$ cat config.mk
export PLATFORM = sky130hd
export DESIGN_NAME = svo_ctrl
export DESIGN_NICKNAME = d
export VERILOG_FILES = /design/src/hdl/svo_pkg.sv /design/src/hdl/svo_ctrl.sv
export SDC_FILE = /design/constraint.sdc
export NUM_CORES = 1
export LEC_CHECK = 0
export ABC_CLOCK_PERIOD_IN_PS = 12200
export BUFFER_PORTS_ARGS = -buffer_cell sky130_fd_sc_hd__buf_2
export CAP_MARGIN = 5
export CORE_MARGIN = 3
export CORE_UTILIZATION = 52
export CTS_BUF_LIST = sky130_fd_sc_hd__clkbuf_4 sky130_fd_sc_hd__clkbuf_8
export DETAILED_ROUTE_END_ITERATION = 7
export PLACE_DENSITY_LB_ADDON = 0.1
export SLEW_MARGIN = 20
export SYNTH_ARGS = -nofsm -noshare
export SYNTH_HDL_FRONTEND = slang
export SYNTH_SLANG_ARGS = --single-unit
export TNS_END_PERCENT = 1
$ cat constraint.sdc
create_clock -name clock -period 12.2 [get_ports clock]
set_input_delay 0.61 -clock clock [delete_from_list [all_inputs] [get_ports clock]]
set_output_delay 0.61 -clock clock [all_outputs]
set_load 0.02 [all_outputs]
$ cat src/hdl/svo_pkg.sv
`default_nettype none
package svo_pkg;
  // timing
  localparam int unsigned CLOCK_HZ            = 10_000_000;
  localparam int unsigned INITIAL_TIME_MS     = 24;
  localparam int unsigned INITIAL_CYCLES      = INITIAL_TIME_MS * (CLOCK_HZ / 1000);
  localparam int unsigned LIVE_UPDATE_TIME_MS = 20;
  localparam int unsigned LIVE_UPDATE_CYCLES  = LIVE_UPDATE_TIME_MS * (CLOCK_HZ / 1000);
  localparam int          CNT_W               = 24;

  // bus geometry
  localparam int          ADDR_W              = 12;
  localparam int          REG_W               = 16;

  // register indices, byte address is four times the index
  localparam logic [7:0]  IDX_INPUT_CTRL      = 8'h3c;
  localparam logic [7:0]  IDX_HP_CTRL         = 8'h3d;
  localparam logic [7:0]  IDX_SERIES_LEN      = 8'h40;
  localparam logic [7:0]  IDX_STATUS          = 8'h42;
  localparam logic [7:0]  IDX_ACTIVITY        = 8'h44;
  localparam logic [7:0]  IDX_IRQ_STATUS      = 8'h45;
  localparam logic [7:0]  IDX_IRQ_MASK        = 8'h46;

  // control register fields; input words share the enable and init bits, live bits are headphone only
  localparam int          BIT_L_EN            = 7;
  localparam int          BIT_L_INIT          = 6;
  localparam int          BIT_L_LIVE          = 4;
  localparam int          BIT_R_EN            = 3;
  localparam int          BIT_R_INIT          = 2;
  localparam int          BIT_R_LIVE          = 0;

  // series length field
  localparam int          LEN_LSB             = 7;
  localparam int          LEN_W               = 7;
  localparam logic [6:0]  LEN_RESET           = 7'h10;
  localparam logic [6:0]  LEN_MIN             = 7'h10;

  // status field, channel c at DONE_LSB + c
  localparam int          DONE_LSB            = 7;

  // channels: 0 hp right, 1 hp left, 2 input right, 3 input left
  localparam int          NUM_CH              = 4;
  localparam int          NUM_LIVE            = 2;
  localparam int          IRQ_W               = 6;
  localparam logic [15:0] REG_RESET           = 16'h0000;

  typedef enum logic [1:0] {CH_IDLE, CH_INITIAL, CH_LIVE} svo_chan_state_t;
endpackage
`default_nettype wire

$ cat src/hdl/svo_ctrl.sv
// Implementation choice: the APB register port.
`default_nettype none
module svo_ctrl
  import svo_pkg::*;
#(
  parameter int unsigned INIT_CYC = svo_pkg::INITIAL_CYCLES,
  parameter int unsigned UPD_CYC  = svo_pkg::LIVE_UPDATE_CYCLES
) (
  // clock and reset
  input  wire logic                          clock,
  input  wire logic                          reset_n,
  // apb slave
  input  wire logic                          psel,
  input  wire logic                          penable,
  input  wire logic                          pwrite,
  input  wire logic [svo_pkg::ADDR_W-1:0]    paddr,
  input  wire logic [31:0]                   pwdata,
  input  wire logic [3:0]                    pstrb,
  output logic      [31:0]                   prdata,
  output logic                               pready,
  output logic                               pslverr,
  // run conditions from outside
  input  wire logic                          pump_enable,
  input  wire logic                          sysclk_present,
  // servo channel controls
  output logic      [svo_pkg::NUM_CH-1:0]    initial_active,
  output logic      [svo_pkg::NUM_LIVE-1:0]  live_active,
  output logic      [svo_pkg::NUM_LIVE-1:0]  live_update,
  output logic      [svo_pkg::NUM_CH-1:0]    correction_valid,
  // interrupt
  output logic                               irq
);
  import svo_pkg::*;

  localparam logic [CNT_W-1:0] INIT_LOAD = CNT_W'(INIT_CYC - 1);
  localparam logic [CNT_W-1:0] UPD_LOAD  = CNT_W'(UPD_CYC - 1);
  localparam int               INIT_LAST = INIT_CYC - 1;

  logic                rst_s1_r;
  logic                rst_n;
  logic [1:0]          cond_s1_r;
  logic [1:0]          cond_s2_r;
  logic                ok_run;
  logic [NUM_CH-1:0]   en_r;
  logic [NUM_CH-1:0]   en_nxt;
  logic [LEN_W-1:0]    len_r;
  logic [LEN_W-1:0]    len_nxt;
  logic [LEN_W-1:0]    live_len;
  logic [NUM_CH-1:0]   done_r;
  logic [NUM_CH-1:0]   hold_r;
  logic [IRQ_W-1:0]    irq_st_r;
  logic [IRQ_W-1:0]    irq_mask_r;
  logic [IRQ_W-1:0]    irq_ev;
  logic                pready_r;
  logic                pslverr_r;
  logic [31:0]         prdata_r;
  logic                irq_r;
  logic [NUM_CH-1:0]   init_run_r;
  logic [NUM_LIVE-1:0] live_run_r;
  logic [NUM_LIVE-1:0] upd_r;
  logic [7:0]          idx;
  logic                addr_ok;
  logic                take;
  logic                wr_go;
  logic                sel_in;
  logic                sel_hp;
  logic                sel_len;
  logic                sel_ist;
  logic                sel_msk;
  logic [REG_W-1:0]    wmask;
  logic [REG_W-1:0]    wd;
  logic [REG_W-1:0]    rd_word;
  logic [NUM_CH-1:0]   start_req;
  logic [NUM_CH-1:0]   live_req;
  logic [NUM_CH-1:0]   start_acc;
  logic [NUM_CH-1:0]   fin_init;
  logic [NUM_CH-1:0]   fin_live;
  logic [NUM_CH-1:0]   upd_p;
  logic [NUM_CH-1:0]   init_run_nxt;
  logic [NUM_CH-1:0]   live_run_nxt;

  // masked single-bit write of a stored field
  function automatic logic upd_bit(input logic o, input logic s, input logic m, input logic d);
    upd_bit = (s && m) ? d : o;
  endfunction

  // reset release and condition synchronisers
  always_ff @(posedge clock or negedge reset_n) begin
    if (!reset_n) begin
      rst_s1_r <= 1'b0;
      rst_n    <= 1'b0;
    end else begin
      rst_s1_r <= 1'b1;
      rst_n    <= rst_s1_r;
    end
  end

  always_ff @(posedge clock or negedge rst_n) begin
    if (!rst_n) begin
      cond_s1_r <= 2'h0;
      cond_s2_r <= 2'h0;
    end else begin
      cond_s1_r <= {pump_enable, sysclk_present};
      cond_s2_r <= cond_s1_r;
    end
  end
  assign ok_run = cond_s2_r[1] & cond_s2_r[0];

  // apb decode; one wait state so every answer comes from a flop
  assign idx     = paddr[9:2];
  assign addr_ok = (paddr[1:0] == 2'h0) && (paddr[ADDR_W-1:10] == '0) &&
                   (idx == IDX_INPUT_CTRL || idx == IDX_HP_CTRL || idx == IDX_SERIES_LEN ||
                    idx == IDX_STATUS || idx == IDX_ACTIVITY || idx == IDX_IRQ_STATUS ||
                    idx == IDX_IRQ_MASK);
  assign take    = psel && penable && !pready_r;
  assign wr_go   = psel && penable && pready_r && pwrite && addr_ok;
  assign sel_in  = wr_go && (idx == IDX_INPUT_CTRL);
  assign sel_hp  = wr_go && (idx == IDX_HP_CTRL);
  assign sel_len = wr_go && (idx == IDX_SERIES_LEN);
  assign sel_ist = wr_go && (idx == IDX_IRQ_STATUS);
  assign sel_msk = wr_go && (idx == IDX_IRQ_MASK);
  assign wmask   = {{8{pstrb[1]}}, {8{pstrb[0]}}};
  assign wd      = pwdata[REG_W-1:0] & wmask;

  assign en_nxt  = {upd_bit(en_r[3], sel_in, wmask[BIT_L_EN], pwdata[BIT_L_EN]),
                    upd_bit(en_r[2], sel_in, wmask[BIT_R_EN], pwdata[BIT_R_EN]),
                    upd_bit(en_r[1], sel_hp, wmask[BIT_L_EN], pwdata[BIT_L_EN]),
                    upd_bit(en_r[0], sel_hp, wmask[BIT_R_EN], pwdata[BIT_R_EN])};
  assign len_nxt = (sel_len && wmask[LEN_LSB + LEN_W - 1] && wmask[LEN_LSB]) ?
                   pwdata[LEN_LSB +: LEN_W] : len_r;
  // reserved short codes run as the shortest legal series
  assign live_len = (len_r < LEN_MIN) ? LEN_MIN : len_r;

  // trigger bits are never stored, they act only as pulses
  assign start_req = {sel_in & wd[BIT_L_INIT], sel_in & wd[BIT_R_INIT],
                      sel_hp & wd[BIT_L_INIT], sel_hp & wd[BIT_R_INIT]};
  // input channels have no live trigger
  assign live_req  = {2'b00, sel_hp & wd[BIT_L_LIVE], sel_hp & wd[BIT_R_LIVE]};
  // enable written in the same access counts
  assign start_acc = start_req & en_nxt & {NUM_CH{ok_run}};

  genvar c;
  generate
    for (c = 0; c < NUM_CH; c++) begin : g_ch
      svo_chan_state_t   st_r;
      svo_chan_state_t   st_nxt;
      logic [CNT_W-1:0]  cnt_r;
      logic [CNT_W-1:0]  cnt_nxt;
      logic [LEN_W-1:0]  left_r;
      logic [LEN_W-1:0]  left_nxt;
      logic              live_acc;
      logic              stop;
      logic              f_init;
      logic              f_live;
      logic              u_p;

      // an initial run in progress is not interrupted by a live trigger
      assign live_acc = live_req[c] && en_nxt[c] && ok_run && (st_r != CH_INITIAL);
      // disable or loss of pump/clock abandons the run, old correction stays
      assign stop     = !en_nxt[c] || !ok_run;

      always_comb begin
        st_nxt   = st_r;
        cnt_nxt  = cnt_r;
        left_nxt = left_r;
        f_init   = 1'b0;
        f_live   = 1'b0;
        u_p      = 1'b0;
        if (start_acc[c]) begin
          st_nxt  = CH_INITIAL;
          cnt_nxt = INIT_LOAD;
        end else if (live_acc) begin
          st_nxt   = CH_LIVE;
          cnt_nxt  = UPD_LOAD;
          left_nxt = live_len - 7'h01;
        end else begin
          case (st_r)
            CH_INITIAL: begin
              if (stop) begin
                st_nxt = CH_IDLE;
              end else if (cnt_r == '0) begin
                st_nxt = CH_IDLE;
                f_init = 1'b1;
              end else begin
                cnt_nxt = cnt_r - 1'b1;
              end
            end
            CH_LIVE: begin
              if (stop) begin
                st_nxt = CH_IDLE;
              end else if (cnt_r == '0) begin
                u_p = 1'b1;
                if (left_r == '0) begin
                  st_nxt = CH_IDLE;
                  f_live = 1'b1;
                end else begin
                  left_nxt = left_r - 1'b1;
                  cnt_nxt  = UPD_LOAD;
                end
              end else begin
                cnt_nxt = cnt_r - 1'b1;
              end
            end
            default: begin
              st_nxt = CH_IDLE;
            end
          endcase
        end
      end

      always_ff @(posedge clock or negedge rst_n) begin
        if (!rst_n) begin
          st_r   <= CH_IDLE;
          cnt_r  <= '0;
          left_r <= '0;
        end else begin
          st_r   <= st_nxt;
          cnt_r  <= cnt_nxt;
          left_r <= left_nxt;
        end
      end

      assign fin_init[c]     = f_init;
      assign fin_live[c]     = f_live;
      assign upd_p[c]        = u_p;
      assign init_run_nxt[c] = (st_nxt == CH_INITIAL);
      assign live_run_nxt[c] = (st_nxt == CH_LIVE);
    end
  endgenerate

  assign irq_ev = {fin_live[1:0], fin_init};
  // read mux; trigger bits read as zero
  always_comb begin
    rd_word = REG_RESET;
    case (idx)
      IDX_INPUT_CTRL: begin
        rd_word[BIT_L_EN] = en_r[3];
        rd_word[BIT_R_EN] = en_r[2];
      end
      IDX_HP_CTRL: begin
        rd_word[BIT_L_EN] = en_r[1];
        rd_word[BIT_R_EN] = en_r[0];
      end
      IDX_SERIES_LEN: rd_word[LEN_LSB +: LEN_W] = len_r;
      IDX_STATUS:     rd_word[DONE_LSB +: NUM_CH] = done_r;
      IDX_ACTIVITY:   rd_word[IRQ_W-1:0] = {live_run_r, init_run_r};
      IDX_IRQ_STATUS: rd_word[IRQ_W-1:0] = irq_st_r;
      IDX_IRQ_MASK:   rd_word[IRQ_W-1:0] = irq_mask_r;
      default:        rd_word = REG_RESET;
    endcase
  end

  always_ff @(posedge clock or negedge rst_n) begin
    if (!rst_n) begin
      pready_r  <= 1'b0;
      pslverr_r <= 1'b0;
      prdata_r  <= 32'h0000_0000;
    end else begin
      pready_r  <= take;
      pslverr_r <= take && !addr_ok;
      prdata_r  <= (take && !pwrite && addr_ok) ? {16'h0000, rd_word} : 32'h0000_0000;
    end
  end

  // a finish in the cycle of an irq status clear write keeps the flag set
  always_ff @(posedge clock or negedge rst_n) begin
    if (!rst_n) begin
      en_r       <= '0;
      len_r      <= LEN_RESET;
      done_r     <= '0;
      hold_r     <= '0;
      irq_st_r   <= '0;
      irq_mask_r <= '0;
      irq_r      <= 1'b0;
      init_run_r <= '0;
      live_run_r <= '0;
      upd_r      <= '0;
    end else begin
      en_r       <= en_nxt;
      len_r      <= len_nxt;
      done_r     <= fin_init | (done_r & ~start_acc);
      hold_r     <= fin_init | fin_live | (hold_r & ~start_acc);
      irq_st_r   <= irq_ev | (irq_st_r & ~(wd[IRQ_W-1:0] & {IRQ_W{sel_ist}}));
      irq_mask_r <= sel_msk ? ((pwdata[IRQ_W-1:0] & wmask[IRQ_W-1:0]) |
                               (irq_mask_r & ~wmask[IRQ_W-1:0])) : irq_mask_r;
      irq_r      <= |(irq_st_r & irq_mask_r);
      init_run_r <= init_run_nxt;
      live_run_r <= live_run_nxt[NUM_LIVE-1:0];
      upd_r      <= upd_p[NUM_LIVE-1:0];
    end
  end

  assign prdata           = prdata_r;
  assign pready           = pready_r;
  assign pslverr          = pslverr_r;
  assign irq              = irq_r;
  assign initial_active   = init_run_r;
  assign live_active      = live_run_r;
  assign live_update      = upd_r;
  assign correction_valid = hold_r;

  logic [CNT_W-1:0] age0_r;
  always_ff @(posedge clock or negedge rst_n) begin
    if (!rst_n) begin
      age0_r <= '0;
    end else if (start_acc[0]) begin
      age0_r <= '0;
    end else if (init_run_r[0]) begin
      age0_r <= age0_r + 1'b1;
    end
  end
endmodule
`default_nettype wire

==> summary.md, run 1 <==
| Metric | Value |
|---|---|
| Status | `complete, no violations` |
| Largest net degree at the start of global routing | `76` |
| Starting Density | `0.534` |
| Sequential area share after synthesis | `0.442` |
| Peak VDD IR | `0.0000703 V` |
| Post-DRT Antenna Nets | `0` |
| Area leader, netlist | `dfrtp_1` |
| Post-Synthesis Cells | `1,225` |
| CP peak stage delay | `0.58 ns` |
| Commonest non-fill, non-tap cell in the layout | `dfrtp_1` |
| Number of global-route vias before repair | `8,625` |
| Layout overhead on the synthesized area | `8.14%` |
| Final count of negative-setup-slack endpoints | `0` |
| Reg2Reg Depth | `9` |
| Complex-gate fraction of the synthesized area | `0.182` |
| Clock power frac | `0.390` |
| Gr ovfl total | `0` |
| # IOs | `102` |
| Cell area after layout | `11,800 sq um` |
| P_sw | `268 uW` |
| Tot GR Track Use | `0.245` |
| Top cell type's share of synthesized area | `0.440` |
| DP HPWL | `19.4 mm` |
| Final Worst Setup Slack | `8.37 ns` |
| Critical path type | `primary input to flip-flop` |
| Critical-path top delay cell | `nor3_2` |
| Min-Delay Path Class | `primary input to flip-flop` |
| Simple-gate share of the synthesized area | `0.265` |
| Pre-CTS setup slack | `7.99 ns` |
| Vias/cell | `6.08` |
| RSZ-0062 raised after global routing | `no` |
| Combinational share of power | `0.032` |
| Slew @ Worst Pin | `0.952 ns` |
| CP most frequent cell | `nand3_1` |
| Sink Count | `193` |
| Post-Place Cells | `1,523` |
| Post-synth EDFFs | `0` |
| PortBufs | `62` |
| Register bit total from synthesis | `193` |
| CP cell instances | `buf_2, nor4_2, nand3_1, nor3_2, nand3_1, o311ai_4, nand3_1, o41ai_1` |
| Area share of xor/xnor cells in the synthesized design | `0.0112` |
| Int Power | `848 uW` |
| Multiplexer share of the synthesized area | `0.0311` |
| Buffers & Inverters on Critical Path | `1` |
| Sequential share of power | `0.577` |
| Iter 0 DRT Violations | `853` |
| Max-cap violations | `0` |
| Post-CTS Resized | `0` |
| Leak Pwr | `0.00573 uW` |
| Crit. Startpoint | `paddr[1]` |
| Worst path required time | `12.57 ns` |
| CTS tree | `yes` |
| Drt pass-1 iters | `6` |
| Synth Area per Inst | `8.91 sq um` |
| Root buffer cell | `clkbuf_8` |
| Final std cells w/o fill | `1,557` |
| TNS Setup | `0 ns` |
| Skew final | `0.0161 ns` |
| Final core occ | `0.578` |
| Core box area | `20,400 sq um` |
| Slew Limit Fails | `0` |
| Clock buffer count from CTS | `17` |
| Syn. warnings | `0` |
| Critical Path Stages | `8` |
| Share of cells above drive strength 1 | `0.124` |
| Async SR Flop Fraction | `1.00` |
| Top_reg_cell synth | `dfrtp_1` |
| R2r endpoint | `g_ch[0].cnt_r[1]` |
| Worst rel slew slack | `0.366` |
| Number of remaining DRC errors | `0` |
| Largest family of logic cells by synthesized area | `simple AND/OR/NAND/NOR gates` |
| Sw Share | `0.240` |
| Drt total wl | `27.5 mm` |
| Width of the die | `151 microns` |
| First-pass GRT wire length | `44.8 mm` |
| Wire per inst | `17.7 microns` |
| Die height | `151 microns` |
| CP endpoint | `g_ch[0].cnt_r[14]` |
| Clk_lat worst skew | `0.48 ns` |
| CP max FO | `14` |
| Final Hold Fails | `0` |
| Crit Reg-Reg Startpoint | `g_ch[0].cnt_r[0]` |
| Vias post-DR | `9,464` |
| Crit start category | `primary input` |
| Nets@finish | `1,349` |
| Largest cells by area after synthesis | `dfrtp_1 44%, nor2_1 4.6%, nand2_1 4.2%` |
| Cell Area, Synth | `10,900 sq um` |
| Most frequent cells in the layout | `191 x dfrtp_1, 133 x nor2_1, 121 x nand2_1, 80 x o21ai_0, 71 x a21oi_1` |
| Initial antenna violation count | `2` |
| GPL Wtd Cong | `0.860` |
| Final min period | `3.83 ns` |
| R2R Setup Slk | `8.52 ns` |
| FP Rows | `52` |
| Post-place instance area | `11,400 sq um` |
| Netlist cell types | `84` |
| Longest Clk Path Bufs | `2` |
| Synthesized-area fraction occupied by adder cells | `0.0229` |
| Data arrival, critical path | `4.20 ns` |
| CP top delay family | `simple AND/OR/NAND/NOR gates` |
| Worst setup EP type | `flip-flop` |
| Achievable Freq | `0.261 GHz` |
| Pwr/cell area | `94.5 nW/um^2` |
| DIE AREA | `22,800 sq um` |
| # H-tree levels | `4` |
| Final Cycle Share | `0.314` |
| CTS clk-pin slew, worst paths | `0.10 ns` |
[worst min-delay path by stage]
stage	from	endpoint	slack, ns	cells after the start
4_1_cts	pump_enable	cond_s1_r[1]	0.21	1
3_5_place_dp	cond_s1_r[1]	cond_s2_r[1]	0.34	0
6_report	sysclk_present	cond_s1_r[0]	0.24	1
3_3_place_gp	rst_s1_r	rst_n	0.34	0
2_1_floorplan	reset_n	rst_n	0.31	0
5_1_grt	pump_enable	cond_s1_r[1]	0.21	1
[layer usage]
metal | global-route usage | vias to the layer above | part of all wire
met3 | 0.0536 | 24 | 0.066
met1 | 0.372 | 4619 | 0.48
li1 | - | 4557 | -
met4 | 0.0499 | 2 | 0.0091
met5 | 0 | - | 0.00025
met2 | 0.361 | 262 | 0.45
[Yosys cell counts, types with 20 or more instances]
library cell,count
dfrtp_1,192
nor2_1,133
nand2_1,121
o21ai_0,80
a21oi_1,71
nor3_1,55
nand3_1,51
o31ai_1,48
inv_1,45
nand4_1,26
or3_1,23
buf_4,22
clkbuf_1,22
ha_1,20
nor4_1,20
[sequential cells by signal (all words and copies together) (netlist names), named ones only]
name	flops
len_r	7
live_update	2
live_active	2
g_ch.st_r	8
initial_active	4
g_ch.cnt_r	96
cond_s1_r	2
g_ch.left_r	28
irq_st_r	6
irq	1
cond_s2_r	2
rst_s1_r	1
pslverr	1
correction_valid	4
en_r	4
rst_n	1
done_r	4
pready	1
prdata	13
[cells by family after synthesis]
group	count (synthesis)
AO/OA/AOI/OAI	304
adder cells (fa/ha/maj)	20
AND/OR/NAND/NOR	556
multiplexers	32
buffers and inverters	104
other	2
flip-flops	193
XOR/XNOR	14
[worst reg2reg max path: stages, from the launching register on]
cell and delay, ns:
dfrtp_1 0.41, inv_1 0.10, ha_1 0.25, or4b_1 0.50, or4_1 0.47, nor4_4 0.40, o311a_1 0.30, o21a_1 0.68
nor2_1 0.26, a31oi_1 0.23
[power groups by stage]
stage	logic, uW	clock network (uW)	registers (uW)
2_1_floorplan	18.2	0	663
3_3_place_gp	35.2	0	657
3_5_place_dp	35.5	0	657
4_1_cts	35.8	448	644
5_1_grt	40.5	472	645
6_report	36.3	436	644
[final cells by class]
type	instances	area (sq um)
well taps	270	338
clock buffers	20	275
repair buffers	70	385
inverters	46	173
diodes	1	2.50
flip-flops and latches	193	4830
clock inverters	11	128
fillers	1856	8620
multi-input cells	946	5670
[stage by stage]
| step | total power [uW] | hold slack [ns] |
|---|---|---|
| global placement | 692 | 0.336 |
| global route | 1160 | 0.208 |
| floorplan | 681 | 0.314 |
| detailed placement | 692 | 0.339 |
| CTS | 1130 | 0.214 |
| finish | 1120 | 0.241 |
[what timing repair did]
action	4_1_cts	5_1_grt
hold buffers	1	0
buffers inserted	0	0
endpoints found under the hold margin	2	0
No activity file was read; power rests on OpenSTA's default activity.
==> run 2, diff against run 1 <==
- ABC_CLOCK_PERIOD_IN_PS: 12200 -> 3150
- clock period: 12.2 -> 3.15 ns (I/O delays scaled with it)
==> run 2 against run 1 <==
Against the previous run:
- combinational power increased to 4.5 times the previous value
- die area did not move
- clock power grew to 3.4 times the previous value
- global-route usage rose by 0.81 points
- sequential share of layout area is 1.7 points lower
- sequential cell count unchanged
- routed wire length up 2.7%
- core utilization increased by 2.5 points
- sequential power increased to 3.9 times the previous value
- count of clock-buffer cells in the layout unchanged
- total power grew to 3.7 times the previous value
- via count increased by 1.9%
==> summary.md, run 2 (synthesis results as in run 1) <==
| Metric | Value |
|---|---|
| Status | `complete, no violations` |
| CTS tree | `yes` |
| Post-DRT Antenna Nets | `0 (unchanged)` |
| GPL Wtd Cong | `0.935 (+8.8%)` |
| Final core occ | `0.603 (+0.0247)` |
| Setup bufs post-CTS | `0 (unchanged)` |
| Reg2Reg Depth | `10 (+1)` |
| Sink Count | `193 (unchanged)` |
| Nets@finish | `1,416 (+5.0%)` |
| # H-tree levels | `4 (unchanged)` |
| Skew final | `0.0180 ns (+0.00192 ns)` |
| Core box area | `20,400 sq um (unchanged)` |
| Longest Clk Path Bufs | `2 (unchanged)` |
| Worst setup EP type | `flip-flop` |
| Antenna diodes | `0 (-1)` |
| Min-delay src | `pwdata[3]` |
| Final min period | `2.95 ns` |
| Biggest register | `g_ch.cnt_r` |
| Pwr Total | `4150 uW (+270%)` |
| Share of cells above drive strength 1 | `0.157 (+0.0323)` |
| Slew Limit Fails | `0 (unchanged)` |
| Final std cells w/o fill | `1,623 (+4.2%)` |
| Final Cycle Share | `0.937` |
| Number of remaining DRC errors | `0 (unchanged)` |
| Clock buffer count from CTS | `17 (unchanged)` |
| Hold slack | `0.0460 ns (-0.195 ns)` |
| DP HPWL | `20.6 mm (+5.8%)` |
| Clk_lat worst skew | `0.48 ns (about the same)` |
| Most frequent cells in the layout | `191 x dfrtp_1, 133 x nor2_1, 121 x nand2_1, 80 x o21ai_0, 71 x a21oi_1` |
| Vias post-DR | `9,646 (+1.9%)` |
| Slew @ Worst Pin | `0.796 ns (-0.156 ns)` |
| Leak Pwr | `0.00602 uW (+5.1%)` |
| FP Rows | `52 (unchanged)` |
| PortBufs | `62 (unchanged)` |
| Commonest non-fill, non-tap cell in the layout | `dfrtp_1` |
| Crit Reg-Reg Startpoint | `g_ch[0].cnt_r[0]` |
| Starting Density | `0.534 (unchanged)` |
| Gr ovfl total | `0 (unchanged)` |
| Worst rel slew slack | `0.469 (+0.104)` |
| Pwr/cell area | `337 nW/um^2 (+260%)` |
| Drt total wl | `28.2 mm (+2.7%)` |
| Wire per inst | `17.4 microns (-1.5%)` |
| First-pass GRT wire length | `46.1 mm (+3.0%)` |
| Final count of negative-setup-slack endpoints | `0 (unchanged)` |
| Initial antenna violation count | `1 (-1)` |
| Layout overhead on the synthesized area | `12.8%` |
| Worst path required time | `3.52 ns (-9.05 ns)` |
| RSZ-0062 raised after global routing | `no` |
| Post-Place Cells | `1,576 (+3.5%)` |
| Max FFs per register | `96 (unchanged)` |
| R2r endpoint | `g_ch[0].cnt_r[5]` |
| Crit start category | `flip-flop` |
| Data arrival, critical path | `3.32 ns (-0.88 ns)` |
| CP max FO | `20 (+6)` |
| Final Hold Fails | `0 (unchanged)` |
| # IOs | `102 (unchanged)` |
| Drt pass-1 iters | `5 (-1)` |
| Hold Crit Depth | `3 (+2)` |
| DIE AREA | `22,800 sq um (unchanged)` |
| CTS clk-pin slew, worst paths | `0.10 ns (about the same)` |
| R2R Setup Slk | `0.20 ns (-8.32 ns)` |
| Achievable Freq | `0.339 GHz` |
| Iter 0 DRT Violations | `686 (-20%)` |
| Width of the die | `151 microns (unchanged)` |
| Die height | `151 microns (unchanged)` |
| Min-Delay Path Class | `primary input to flip-flop` |
| Critical path type | `flip-flop to flip-flop` |
| TNS Setup | `0 ns (unchanged)` |
| Vias/cell | `5.94 (-2.2%)` |
| Max-cap violations | `0 (unchanged)` |
| Tot GR Track Use | `0.253 (+0.00813)` |
| Peak VDD IR | `0.000233 V (+230%)` |
| Min-Delay Endpoint | `en_r[2]` |
| Number of global-route vias before repair | `9,011 (+4.5%)` |
| Largest net degree at the start of global routing | `61 (-20%)` |
| Root buffer cell | `clkbuf_8` |
| Fill count | `1,885 (+1.6%)` |
## run 2: changes by cell type in the layout (fill, tap and decap cells not counted), moves of 2 or more
cell / change
clkbuf_4: +3
clkbuf_8: -3
buf_12: +2
bufinv_16: -2
dlygate4sd3_1: +15
buf_4: +50
clkinv_4: +2
## run 2: stage by stage
stage / worst slack (ns) / cell area, sq um
2_1_floorplan: 0.394 / 11000
3_3_place_gp: 0.260 / 11800
3_5_place_dp: 0.174 / 11800
4_1_cts: 0.152 / 12300
5_1_grt: 0.000665 / 12300
6_report: 0.199 / 12300
## run 2: layer usage
layer  global-route usage  part of all wire  wire [microns]  vias to the layer above
li1                     -                 -               -                     4687
met1                0.381              0.48           13600                     4660
met2                0.378              0.44           12600                      263
met3               0.0512             0.062            1740                       34
met4               0.0553             0.011             318                        2
met5                    0           0.00046              13                        -
## run 2: area by class of cell
cell class | instances | area (sq um) | share of cell area
inverters | 46 | 173 | 0.0140
well taps | 270 | 338 | 0.0274
repair buffers | 137 | 951 | 0.0772
clock inverters | 11 | 83.8 | 0.00681
flip-flops and latches | 193 | 4830 | 0.393
clock buffers | 20 | 256 | 0.0208
multi-input cells | 946 | 5680 | 0.461
## run 2: repair_timing
item / 4_1_cts / 5_1_grt
setup endpoints to repair: 0 / 8
gates resized for setup: 0 / 2
endpoints found under the hold margin: 18 / 0
hold buffers: 16 / 0
## run 2: critical path, cell delays in order, from the launching register on
cell      delay, ns
dfrtp_1        0.41
inv_1          0.11
ha_1           0.25
or4b_1         0.49
or4_1          0.49
nor4_4         0.22
o311a_1        0.26
o21a_1         0.17
buf_12         0.17
a211oi_1       0.07
o22a_1         0.21
## run 2: where the power goes
part           total (uW)  internal, uW  leakage [uW]  switching [uW]
logic                 162          52.0       0.00324             110
clock network        1490           572      0.000166             916
registers            2500          2480       0.00261            17.3
## run 2: worst max path at each step
stage	from	to	slack, ns	cells past startpoint
global route	g_ch[0].cnt_r[0]	g_ch[0].left_r[0]	0.0007	11
finish	g_ch[0].cnt_r[0]	g_ch[0].cnt_r[5]	0.20	10
CTS	g_ch[1].cnt_r[9]	g_ch[1].left_r[0]	0.15	8
detailed placement	pready	g_ch[3].cnt_r[21]	0.17	8
floorplan	g_ch[0].cnt_r[0]	g_ch[0].cnt_r[5]	0.39	10
global placement	g_ch[1].cnt_r[9]	g_ch[1].left_r[0]	0.26	8
